==> src/serial_port_consts.svh <==
// Contract
// - Asynchronous full-duplex serial port offering variable-rate 8-bit and 9-bit modes 1, 3.
// - A finished receive byte is buffered while the next byte shifts in.
// - Writes to the shared data location go to the transmit register; a write while busy is dropped.
// - Reads of the shared data location return the receive buffer, never transmit data.
// - With interrupt enabled, setting either done flag requests an interrupt.
// - Done flags stay set through the interrupt; software clears them explicitly.
// - Transmit bit timing comes from overflows of the 8-bit auto-reload timer low byte.
// - A hidden receive timer copy counts when the timer runs, same reload byte.
// - Transmit and receive timer overflows are each halved to form bit rates.
// - A detected start condition forces a reload of the hidden receive timer.
// - Overflow rate is timer clock over 256 minus reload; bit rate is half.
// - Timer clock selects core clock, core clock over 4, 12, 48, oscillator/8, pin.
// - Timer may run from external oscillator while core clock comes from elsewhere.
// - Frame mode select bit: 0 gives 8-bit frames, 1 gives 9-bit frames.
// - An 8-bit frame is start bit, eight data bits LSB first, stop bit.
// - Transmit done flag sets after the last data bit, at stop-bit start.
// - Receive load and flag set need flag clear and, with multidrop check, ninth bit one.
`ifndef SERIAL_PORT_CONSTS_SVH
`define SERIAL_PORT_CONSTS_SVH

// =============================================
// Register offsets
`define SP_CTRL_OFS   8'h00
`define SP_DATA_OFS   8'h04
`define SP_TMR_OFS    8'h08
`define SP_RELOAD_OFS 8'h0c
`define SP_STAT_OFS   8'h10
`define SP_MASK_OFS   8'h14

// =============================================
// Field positions
`define CTRL_MODE_BIT 7
`define CTRL_MCE_BIT  5
`define CTRL_REN_BIT  4
`define CTRL_TB8_BIT  3
`define STAT_RX_BIT   0
`define STAT_TX_BIT   1

// =============================================
// Reset values and counts
`define BYTE_RST     8'h00
`define SYNC_RST     3'h7
`define TIMER_TOP    8'hff
`define PRESC_DIV4   4
`define PRESC_DIV12  12
`define PRESC_DIV48  48
`define OSC_DIV_TOP  3'h7
`define FRAME8_BITS  4'ha
`define FRAME9_BITS  4'hb
`define DATA8_BITS   4'h8
`define DATA9_BITS   4'h9

`endif

==> src/serial_port_pkg.sv <==
package serial_port_pkg;

	// =============================================
	// State machines
	typedef enum logic [1:0] {
		TX_IDLE = 2'h1,
		TX_SEND = 2'h2
	} tx_state_type;

	typedef enum logic [3:0] {
		RX_IDLE  = 4'h1,
		RX_START = 4'h2,
		RX_DATA  = 4'h4,
		RX_STOP  = 4'h8
	} rx_state_type;

	// =============================================
	// Timer clock sources
	typedef enum logic [2:0] {
		SRC_CORE   = 3'h0,
		SRC_DIV4   = 3'h1,
		SRC_DIV12  = 3'h2,
		SRC_DIV48  = 3'h3,
		SRC_EXTOSC = 3'h4,
		SRC_PIN    = 3'h5
	} clk_src_type;

	// =============================================
	// Register layouts
	typedef struct packed {
		logic frame_mode_select;
		logic multidrop_check_enable;
		logic receive_enable_bit;
		logic transmit_ninth_bit;
	} serial_ctrl_type;

	typedef struct packed {
		logic        run;
		clk_src_type src;
	} timer_ctrl_type;

endpackage

==> src/serial_port.sv <==
`timescale 1ns/1ps
`include "serial_port_consts.svh"

module serial_port
(
	// Clock and reset
	input  wire logic        clk_i,
	input  wire logic        rstn_i,
	// APB slave
	input  wire logic        psel_i,
	input  wire logic        penable_i,
	input  wire logic        pwrite_i,
	input  wire logic [7:0]  paddr_i,
	input  wire logic [31:0] pwdata_i,
	output logic             pready_o,
	output logic             pslverr_o,
	output logic [31:0]      prdata_o,
	// Serial lines
	input  wire logic        rxd_i,
	output logic             txd_o,
	// Baud timer clock inputs
	input  wire logic        ext_osc_i,
	input  wire logic        timer_external_input_i,
	// Interrupt
	output logic             irq_o
);

	// =============================================
	// Declarations
	serial_port_pkg::serial_ctrl_type ctrl_reg;
	serial_port_pkg::timer_ctrl_type  tmr_reg;
	serial_port_pkg::tx_state_type    tx_state_reg;
	serial_port_pkg::rx_state_type    rx_state_reg;
	logic [7:0]  timer_reload_byte_reg;
	logic [7:0]  timer_low_count_reg;
	logic [7:0]  rx_timer_reg;
	logic [1:0]  mask_reg;
	logic        transmit_done_flag_reg;
	logic        receive_done_flag_reg;
	logic        received_ninth_bit_reg;
	logic [7:0]  rx_buf_reg;
	logic        pready_reg;
	logic        slverr_reg;
	logic [31:0] prdata_reg;
	logic [31:0] rdata_next;
	logic        addr_ok;
	logic        acc;
	logic        wr_en;
	logic        tx_clr;
	logic        rx_clr;
	logic [2:0]  sync1_reg;
	logic [2:0]  sync2_reg;
	logic [2:0]  sync3_reg;
	logic        rx_now;
	logic [2:0]  div_tick;
	logic [2:0]  osc_cnt_reg;
	logic        osc_tick;
	logic        pin_tick;
	logic        tmr_tick;
	logic        cnt_en;
	logic        tx_ovf;
	logic        rx_ovf;
	logic        tx_half_reg;
	logic        rx_half_reg;
	logic        tx_bit_tick;
	logic        rx_samp;
	logic        start_det;
	logic [10:0] tx_shift_reg;
	logic [3:0]  tx_cnt_reg;
	logic        txd_reg;
	logic        tx_load;
	logic        tx_done_set;
	logic [8:0]  rx_shift_reg;
	logic [3:0]  rx_cnt_reg;
	logic [7:0]  rx_byte;
	logic        rx_ninth;
	logic        rx_load;

	// =============================================
	// APB slave: one wait state, data from flops
	assign acc       = psel_i & penable_i;
	assign wr_en     = acc & pready_reg & pwrite_i & addr_ok;
	assign pready_o  = pready_reg;
	assign pslverr_o = pready_reg & slverr_reg;
	assign prdata_o  = prdata_reg;

	// Read mux and address decode
	always_comb
	begin
		addr_ok    = 1'b1;
		rdata_next = 32'h0000_0000;
		case (paddr_i)
			`SP_CTRL_OFS:   rdata_next[7:0] = {ctrl_reg.frame_mode_select, 1'b1,
				ctrl_reg.multidrop_check_enable, ctrl_reg.receive_enable_bit,
				ctrl_reg.transmit_ninth_bit, received_ninth_bit_reg,
				transmit_done_flag_reg, receive_done_flag_reg};
			`SP_DATA_OFS:   rdata_next[7:0] = rx_buf_reg;
			`SP_TMR_OFS:    rdata_next[3:0] = tmr_reg;
			`SP_RELOAD_OFS: rdata_next[7:0] = timer_reload_byte_reg;
			`SP_STAT_OFS:   rdata_next[1:0] = {transmit_done_flag_reg, receive_done_flag_reg};
			`SP_MASK_OFS:   rdata_next[1:0] = mask_reg;
			default:        addr_ok = 1'b0;
		endcase
	end

	// Answer one cycle into the access phase
	always_ff @(posedge clk_i or negedge rstn_i)
	begin
		if (!rstn_i)
		begin
			pready_reg <= 1'b0;
			slverr_reg <= 1'b0;
			prdata_reg <= 32'h0000_0000;
		end
		else
		begin
			pready_reg <= acc & ~pready_reg;
			if (acc & ~pready_reg)
			begin
				slverr_reg <= ~addr_ok;
				prdata_reg <= pwrite_i ? 32'h0000_0000 : rdata_next;
			end
		end
	end

	// Software configuration registers
	always_ff @(posedge clk_i or negedge rstn_i)
	begin
		if (!rstn_i)
		begin
			ctrl_reg              <= '0;
			tmr_reg               <= '0;
			timer_reload_byte_reg <= `BYTE_RST;
			mask_reg              <= 2'h0;
		end
		else if (wr_en)
		begin
			case (paddr_i)
				`SP_CTRL_OFS:   ctrl_reg <= {pwdata_i[`CTRL_MODE_BIT], pwdata_i[`CTRL_MCE_BIT],
					pwdata_i[`CTRL_REN_BIT], pwdata_i[`CTRL_TB8_BIT]};
				`SP_TMR_OFS:    tmr_reg <= serial_port_pkg::timer_ctrl_type'(pwdata_i[3:0]);
				`SP_RELOAD_OFS: timer_reload_byte_reg <= pwdata_i[7:0];
				`SP_MASK_OFS:   mask_reg <= pwdata_i[1:0];
				default:        mask_reg <= mask_reg;
			endcase
		end
	end

	// =============================================
	// Done flags and interrupt; a set wins over a clear
	assign tx_clr = wr_en & (paddr_i == `SP_STAT_OFS) & pwdata_i[`STAT_TX_BIT];
	assign rx_clr = wr_en & (paddr_i == `SP_STAT_OFS) & pwdata_i[`STAT_RX_BIT];

	always_ff @(posedge clk_i or negedge rstn_i)
	begin
		if (!rstn_i)
		begin
			transmit_done_flag_reg <= 1'b0;
			receive_done_flag_reg  <= 1'b0;
		end
		else
		begin
			transmit_done_flag_reg <= tx_done_set | (transmit_done_flag_reg & ~tx_clr);
			receive_done_flag_reg  <= rx_load | (receive_done_flag_reg & ~rx_clr);
		end
	end

	// Level request while any unmasked flag stands
	assign irq_o = |({transmit_done_flag_reg, receive_done_flag_reg} & mask_reg);

	// =============================================
	// Pin synchronisers: receive line, oscillator, timer pin
	always_ff @(posedge clk_i or negedge rstn_i)
	begin
		if (!rstn_i)
		begin
			sync1_reg <= `SYNC_RST;
			sync2_reg <= `SYNC_RST;
			sync3_reg <= `SYNC_RST;
		end
		else
		begin
			sync1_reg <= {timer_external_input_i, ext_osc_i, rxd_i};
			sync2_reg <= sync1_reg;
			sync3_reg <= sync2_reg;
		end
	end

	assign rx_now   = sync2_reg[0];
	assign pin_tick = sync3_reg[2] & ~sync2_reg[2];

	// =============================================
	// Core clock prescalers for divide by 4, 12 and 48
	for (genvar g = 0; g < 3; g++)
	begin : g_presc
		localparam logic [5:0] TOP = 6'((g == 0) ? `PRESC_DIV4 - 1 :
			(g == 1) ? `PRESC_DIV12 - 1 : `PRESC_DIV48 - 1);
		logic [5:0] cnt_reg;
		always_ff @(posedge clk_i or negedge rstn_i)
		begin
			if (!rstn_i)
				cnt_reg <= 6'h00;
			else
				cnt_reg <= (cnt_reg == TOP) ? 6'h00 : cnt_reg + 6'h01;
		end
		assign div_tick[g] = (cnt_reg == TOP);
	end

	// Oscillator divided by 8; the core clock may come from another source
	always_ff @(posedge clk_i or negedge rstn_i)
	begin
		if (!rstn_i)
			osc_cnt_reg <= 3'h0;
		else if (sync2_reg[1] & ~sync3_reg[1])
			osc_cnt_reg <= osc_cnt_reg + 3'h1;
	end

	assign osc_tick = sync2_reg[1] & ~sync3_reg[1] & (osc_cnt_reg == `OSC_DIV_TOP);

	// Timer clock source select
	always_comb
	begin
		tmr_tick = 1'b0;
		case (tmr_reg.src)
			serial_port_pkg::SRC_CORE:   tmr_tick = 1'b1;
			serial_port_pkg::SRC_DIV4:   tmr_tick = div_tick[0];
			serial_port_pkg::SRC_DIV12:  tmr_tick = div_tick[1];
			serial_port_pkg::SRC_DIV48:  tmr_tick = div_tick[2];
			serial_port_pkg::SRC_EXTOSC: tmr_tick = osc_tick;
			serial_port_pkg::SRC_PIN:    tmr_tick = pin_tick;
			default:                     tmr_tick = 1'b0;
		endcase
	end

	// =============================================
	// Auto-reload timer and its hidden receive copy
	assign cnt_en    = tmr_reg.run & tmr_tick;
	assign tx_ovf    = cnt_en & (timer_low_count_reg == `TIMER_TOP);
	assign rx_ovf    = cnt_en & (rx_timer_reg == `TIMER_TOP) & ~start_det;
	assign start_det = (rx_state_reg == serial_port_pkg::RX_IDLE) &
		ctrl_reg.receive_enable_bit & sync3_reg[0] & ~rx_now;

	// Reload on overflow gives 256 minus reload counts per overflow
	always_ff @(posedge clk_i or negedge rstn_i)
	begin
		if (!rstn_i)
		begin
			timer_low_count_reg <= `BYTE_RST;
			rx_timer_reg        <= `BYTE_RST;
		end
		else
		begin
			if (cnt_en)
				timer_low_count_reg <= tx_ovf ? timer_reload_byte_reg
					: timer_low_count_reg + 8'h01;
			if (start_det)
				rx_timer_reg <= timer_reload_byte_reg;
			else if (cnt_en)
				rx_timer_reg <= (rx_timer_reg == `TIMER_TOP) ? timer_reload_byte_reg
					: rx_timer_reg + 8'h01;
		end
	end

	// Halving; receive phase restarts at a start so sampling lands mid-bit
	always_ff @(posedge clk_i or negedge rstn_i)
	begin
		if (!rstn_i)
		begin
			tx_half_reg <= 1'b0;
			rx_half_reg <= 1'b0;
		end
		else
		begin
			if (tx_ovf)
				tx_half_reg <= ~tx_half_reg;
			if (start_det)
				rx_half_reg <= 1'b1;
			else if (rx_ovf)
				rx_half_reg <= ~rx_half_reg;
		end
	end

	assign tx_bit_tick = tx_ovf & tx_half_reg;
	assign rx_samp     = rx_ovf & rx_half_reg;

	// =============================================
	// Transmitter; a write while busy is dropped
	assign tx_load     = wr_en & (paddr_i == `SP_DATA_OFS) &
		(tx_state_reg == serial_port_pkg::TX_IDLE);
	assign tx_done_set = (tx_state_reg == serial_port_pkg::TX_SEND) & tx_bit_tick &
		(tx_cnt_reg == 4'h1);
	assign txd_o       = txd_reg;

	always_ff @(posedge clk_i or negedge rstn_i)
	begin
		if (!rstn_i)
		begin
			tx_state_reg <= serial_port_pkg::TX_IDLE;
			tx_shift_reg <= 11'h7ff;
			tx_cnt_reg   <= 4'h0;
			txd_reg      <= 1'b1;
		end
		else
		begin
			case (tx_state_reg)
				serial_port_pkg::TX_IDLE:
				begin
					if (tx_load)
					begin
						tx_state_reg <= serial_port_pkg::TX_SEND;
						tx_shift_reg <= {1'b1, ctrl_reg.frame_mode_select ?
							ctrl_reg.transmit_ninth_bit : 1'b1, pwdata_i[7:0], 1'b0};
						tx_cnt_reg   <= ctrl_reg.frame_mode_select ?
							`FRAME9_BITS : `FRAME8_BITS;
					end
				end
				serial_port_pkg::TX_SEND:
				begin
					if (tx_bit_tick)
					begin
						if (tx_cnt_reg == 4'h0)
							tx_state_reg <= serial_port_pkg::TX_IDLE;
						else
						begin
							txd_reg      <= tx_shift_reg[0];
							tx_shift_reg <= {1'b1, tx_shift_reg[10:1]};
							tx_cnt_reg   <= tx_cnt_reg - 4'h1;
						end
					end
				end
				default: tx_state_reg <= serial_port_pkg::TX_IDLE;
			endcase
		end
	end

	// =============================================
	// Receiver with a holding buffer apart from the shifter
	assign rx_byte  = ctrl_reg.frame_mode_select ? rx_shift_reg[7:0] : rx_shift_reg[8:1];
	assign rx_ninth = ctrl_reg.frame_mode_select ? rx_shift_reg[8] : rx_now;
	assign rx_load  = (rx_state_reg == serial_port_pkg::RX_STOP) & rx_samp &
		~receive_done_flag_reg & (~ctrl_reg.multidrop_check_enable | rx_ninth);

	always_ff @(posedge clk_i or negedge rstn_i)
	begin
		if (!rstn_i)
		begin
			rx_state_reg <= serial_port_pkg::RX_IDLE;
			rx_shift_reg <= 9'h000;
			rx_cnt_reg   <= 4'h0;
		end
		else
		begin
			case (rx_state_reg)
				serial_port_pkg::RX_IDLE:
					if (start_det)
						rx_state_reg <= serial_port_pkg::RX_START;
				serial_port_pkg::RX_START:
				begin
					if (rx_samp)
					begin
						// A high line at mid start bit was a glitch
						rx_state_reg <= rx_now ? serial_port_pkg::RX_IDLE
							: serial_port_pkg::RX_DATA;
						rx_cnt_reg   <= ctrl_reg.frame_mode_select ?
							`DATA9_BITS : `DATA8_BITS;
					end
				end
				serial_port_pkg::RX_DATA:
				begin
					if (rx_samp)
					begin
						rx_shift_reg <= {rx_now, rx_shift_reg[8:1]};
						rx_cnt_reg   <= rx_cnt_reg - 4'h1;
						if (rx_cnt_reg == 4'h1)
							rx_state_reg <= serial_port_pkg::RX_STOP;
					end
				end
				serial_port_pkg::RX_STOP:
					if (rx_samp)
						rx_state_reg <= serial_port_pkg::RX_IDLE;
				default: rx_state_reg <= serial_port_pkg::RX_IDLE;
			endcase
		end
	end

	// Holding buffer; overrun keeps the older byte
	always_ff @(posedge clk_i or negedge rstn_i)
	begin
		if (!rstn_i)
		begin
			rx_buf_reg             <= `BYTE_RST;
			received_ninth_bit_reg <= 1'b0;
		end
		else if (rx_load)
		begin
			rx_buf_reg             <= rx_byte;
			received_ninth_bit_reg <= rx_ninth;
		end
	end

	// =============================================
	// Checks
	logic [1:0] ovf_seen_reg;

	// Overflows since the last transmit bit tick
	always_ff @(posedge clk_i or negedge rstn_i)
	begin
		if (!rstn_i)
			ovf_seen_reg <= 2'h0;
		else if (tx_bit_tick)
			ovf_seen_reg <= 2'h0;
		else if (tx_ovf)
			ovf_seen_reg <= ovf_seen_reg + 2'h1;
	end
endmodule // serial_port

==> config.mk <==
export PLATFORM = sky130hd
export DESIGN_NAME = serial_port
export DESIGN_NICKNAME = d
export VERILOG_FILES = /design/src/serial_port_pkg.sv /design/src/serial_port.sv
export VERILOG_INCLUDE_DIRS = /design/src /design/src/src
export SDC_FILE = /design/constraint.sdc
export NUM_CORES = 1
export LEC_CHECK = 0
export BUFFER_PORTS_ARGS = -buffer_cell sky130_fd_sc_hd__buf_2
export CAP_MARGIN = 25
export CORE_UTILIZATION = 40
export CTS_BUF_LIST = sky130_fd_sc_hd__clkbuf_4 sky130_fd_sc_hd__clkbuf_8 sky130_fd_sc_hd__clkbuf_16
export CTS_CLUSTER_DIAMETER = 150
export CTS_CLUSTER_SIZE = 25
export DETAILED_ROUTE_END_ITERATION = 6
export REMOVE_ABC_BUFFERS = 1
export SETUP_SLACK_MARGIN = 0.1
export SLEW_MARGIN = 20
export SYNTH_ARGS = -nofsm -noshare
export SYNTH_HDL_FRONTEND = slang
export SYNTH_SLANG_ARGS = --single-unit
==> constraint.sdc <==
create_clock -name clk_i -period 4.4 [get_ports clk_i]
set_input_delay 0.66 -clock clk_i [delete_from_list [all_inputs] [get_ports clk_i]]
set_output_delay 0.66 -clock clk_i [all_outputs]
set_load 0.005 [all_outputs]
==> flow_summary.toml <==
[setup_path]
r2r_slack_ns = 1.56
critPathArrivalTime_ns = 3.18
setup.worst_path.start = "timer_low_count_reg[0]"
slowest_delay_ns = 0.66
reg2regPathDepth = 6
critPathTopFamily = "simple AND/OR/NAND/NOR gates"
worstPathMaxFanout = 10
crit_path_cell_trace = "ha_1 > nand3_1 > nor3_1 > o2111ai_2 > nor2_2 > mux2_2"
path_class = "reg2reg"
slowest_stage = "nor3_1"
worstSetupStartpointType = "flip-flop"
timing.rr.start = "timer_low_count_reg[0]"
crit_required_ns = 4.74
worst-path-buf-inv = 0
cp-end-kind = "flip-flop"
r2r-end = "txd_o"

[timing]
max_freq_mhz = 352.1
worstMarginPinSlew_ns = 0.7529
min_period_ns = 2.840
finalCritPeriodShare = 0.6455
slew_headroom = 0.4981
setup_violations = 0
drv_slew = 0
finalHoldViolations = 0
rsz0062_at_grt = "no"
finClkSkew_ns = 0.01171
finalSetupTns_ns = 0
setup_ws_ns = 1.560

[clock_tree]
cts_buffer_depth = 2
tritoncts = "yes"
clockRootBuffer = "clkbuf_16"
clk_latency_ns = 0.42
cts_made_buffers = 17
clk_transition_reported_paths_ns = 0.06
ctsHoldBuffers = 0
cts.repair.resized = 0
clkSinkCount = 121
cts_max_level = 4
cts_setup_buffers = 0

[grt]
grt_max_degree = 84
gr-total-overflow = 0
grt_util_met1 = 0.2361
use_met3 = 0.05477
track_usage = 0.1818
grt.busiest_layer = "met2"
grt_pass1_vias = 4355
antenna_found_initial = 0
grt_first_pass_wirelength_um = 22110
use_met2 = 0.2863

[pwr]
power_switching_share = 0.2011
irDropWorstVdd_uv = 342.2
power.density_nw_per_um2 = 403.3
pwr-share-seq = 0.406
clkPwrFrac = 0.559
p_int_uw = 2275
p_switching_uw = 572.6
power_frac_comb = 0.035
total_power_uw = 2847
p_leak_uw = 0.003185

[routing]
wire_per_inst_um = 16.57
firstDrtPassIters = 6
drt-initial-drc-count = 325
drc = 5
via_per_inst = 5.517
vias = 4419
ant_nets = 0
wirelength_um = 13270

[place]
dpl.hpwl_um = 9303
place.gp.congestion = 0.7998
port_buffers = 35
placed_area_um2 = 6375
dp_slack_ns = 1.605

[yosys]
ys_warn_count = 0
synth_area_leaders = "dfrtp_1 41%, dfstp_2 9.5%, mux2_2 8.8%"
yosys.cell_types.count = 73
ys_async_sr_fraction = 1.000
ys_ff_latch = 121
synth_edf_count = 0
netlist_area_um2 = 6108
yosys.area.top_type_share = 0.4056
syn_avg_cell_area_um2 = 10.81
ys_seq_area_frac = 0.5002
syn_inst = 565
yosys.area.top_type = "dfrtp_1"
ys.flop_type = "dfrtp_1"

[final_layout]
syn_to_final_growth_pct = 15.57
diodes = 0
layout-drive-gt1-share = 0.2545
finalInstanceArea_um2 = 7059
final_nets = 664
largest_reg_flops = 18

[run]
maxCapViolCount = 0

[floorplanning]
die_y_um = 125.6
die_w_um = 125.6
boundaryPins = 84
coreArea_um2 = 14700
rows = 44
die-area_um2 = 15770
start_util = 0.4156

[run_status]
violations = "DRC"
outcome = "finished with violations"

[min_path]
hp-class = "in2async"
==> worst max path at each step <==
| stage | end | cells past startpoint |
|---|---|---|
| after floorplan | tx_shift_reg[1] | 5 |
| after global placement | txd_o | 6 |
| after detailed placement | txd_o | 6 |
| after CTS | txd_o | 6 |
| after global routing | rx_buf_reg[2] | 6 |
| final | txd_o | 6 |
==> placed cells by master (no fill, tap or decap), types with 9 or more instances in the layout <==
cell type / synthesis / final
a21oi_1: 9 / 9
buf_2: 2 / 34
clkbuf_16: 0 / 17
conb_1: 1 / 24
dfrtp_1: 99 / 99
dfstp_2: 22 / 22
ha_1: 12 / 12
inv_1: 21 / 21
mux2_2: 48 / 48
mux2i_1: 11 / 11
nand2_1: 50 / 50
nand3_1: 25 / 25
nor2_1: 33 / 33
nor3_1: 14 / 14
o21ai_0: 26 / 26
==> worst register-to-register path, stage by stage, from the launching register on <==
cell       delay [ns]
dfrtp_1          0.41
ha_1             0.21
nand3_1          0.18
nor3_1           0.66
o2111ai_2        0.48
nor2_2           0.44
mux2_2           0.38
==> per-layer routing <==
metal / part of all wire / wire [um]
met1: 0.46 / 6104
met2: 0.48 / 6418
met3: 0.043 / 569
met4: 0.014 / 180
met5: 0 / 0
==> final cells by class <==
class                   instances  area, um2
flip-flops and latches        121       3055
repair buffers                 39      211.5
inverters                      21      78.83
fillers                      1362       7640
clock buffers                  21      461.7
well taps                     184      230.2
clock inverters                11      219.0
multi-input cells             404       2803
==> metrics by stage <==
step | hold slack, ns | util | instances
floorplan | 0.3452 | - | 546
global placement | 0.3472 | 0.4337 | 769
detailed placement | 0.3468 | 0.4337 | 769
CTS | 0.3256 | 0.4800 | 801
global route | 0.3206 | 0.4803 | 801
finish | 0.2829 | 0.4803 | 801
==> power groups by stage <==
stage | combinational (uW) | sequential (uW) | clock, uW
3_3_place_gp | 95.6 | 1170 | 0
4_1_cts | 103 | 1160 | 1620
3_5_place_dp | 101 | 1170 | 0
2_1_floorplan | 44.9 | 1170 | 0
6_report | 100 | 1160 | 1590
5_1_grt | 115 | 1160 | 1670
==> Yosys cell counts (all sizes together), types with 3 or more instances <==
library cell   n
o31ai          7
and3           6
o211ai         8
nor2          34
mux2          49
a21oi          9
mux2i         11
xor2           6
nand2         50
dfstp         22
o22ai          4
or3b           3
dfrtp         99
o21ai         28
a22o           5
a21o           4
clkbuf        12
nor3b          4
a2bb2oi        7
nand4          4
or3            4
ha            12
a211oi         4
xnor2          6
a31oi          4
nor2b          4
nor3          15
nand3         26
buf           30
nor4           3
or2            5
a221o          7
and2           4
or4            6
inv           21
and4           3
a22oi          7
==> cells by family after synthesis <==
kind of cell,after synthesis,share of synthesized area
compound gates,115,0.1372
other cells,1,0.0006139
buf+inv,63,0.05510
simple gates,181,0.1567
mux,60,0.1084
xor+xnor,12,0.01721
fa+ha+maj,12,0.02458
flops,121,0.5002
No activity file was read; power rests on OpenSTA's default activity.
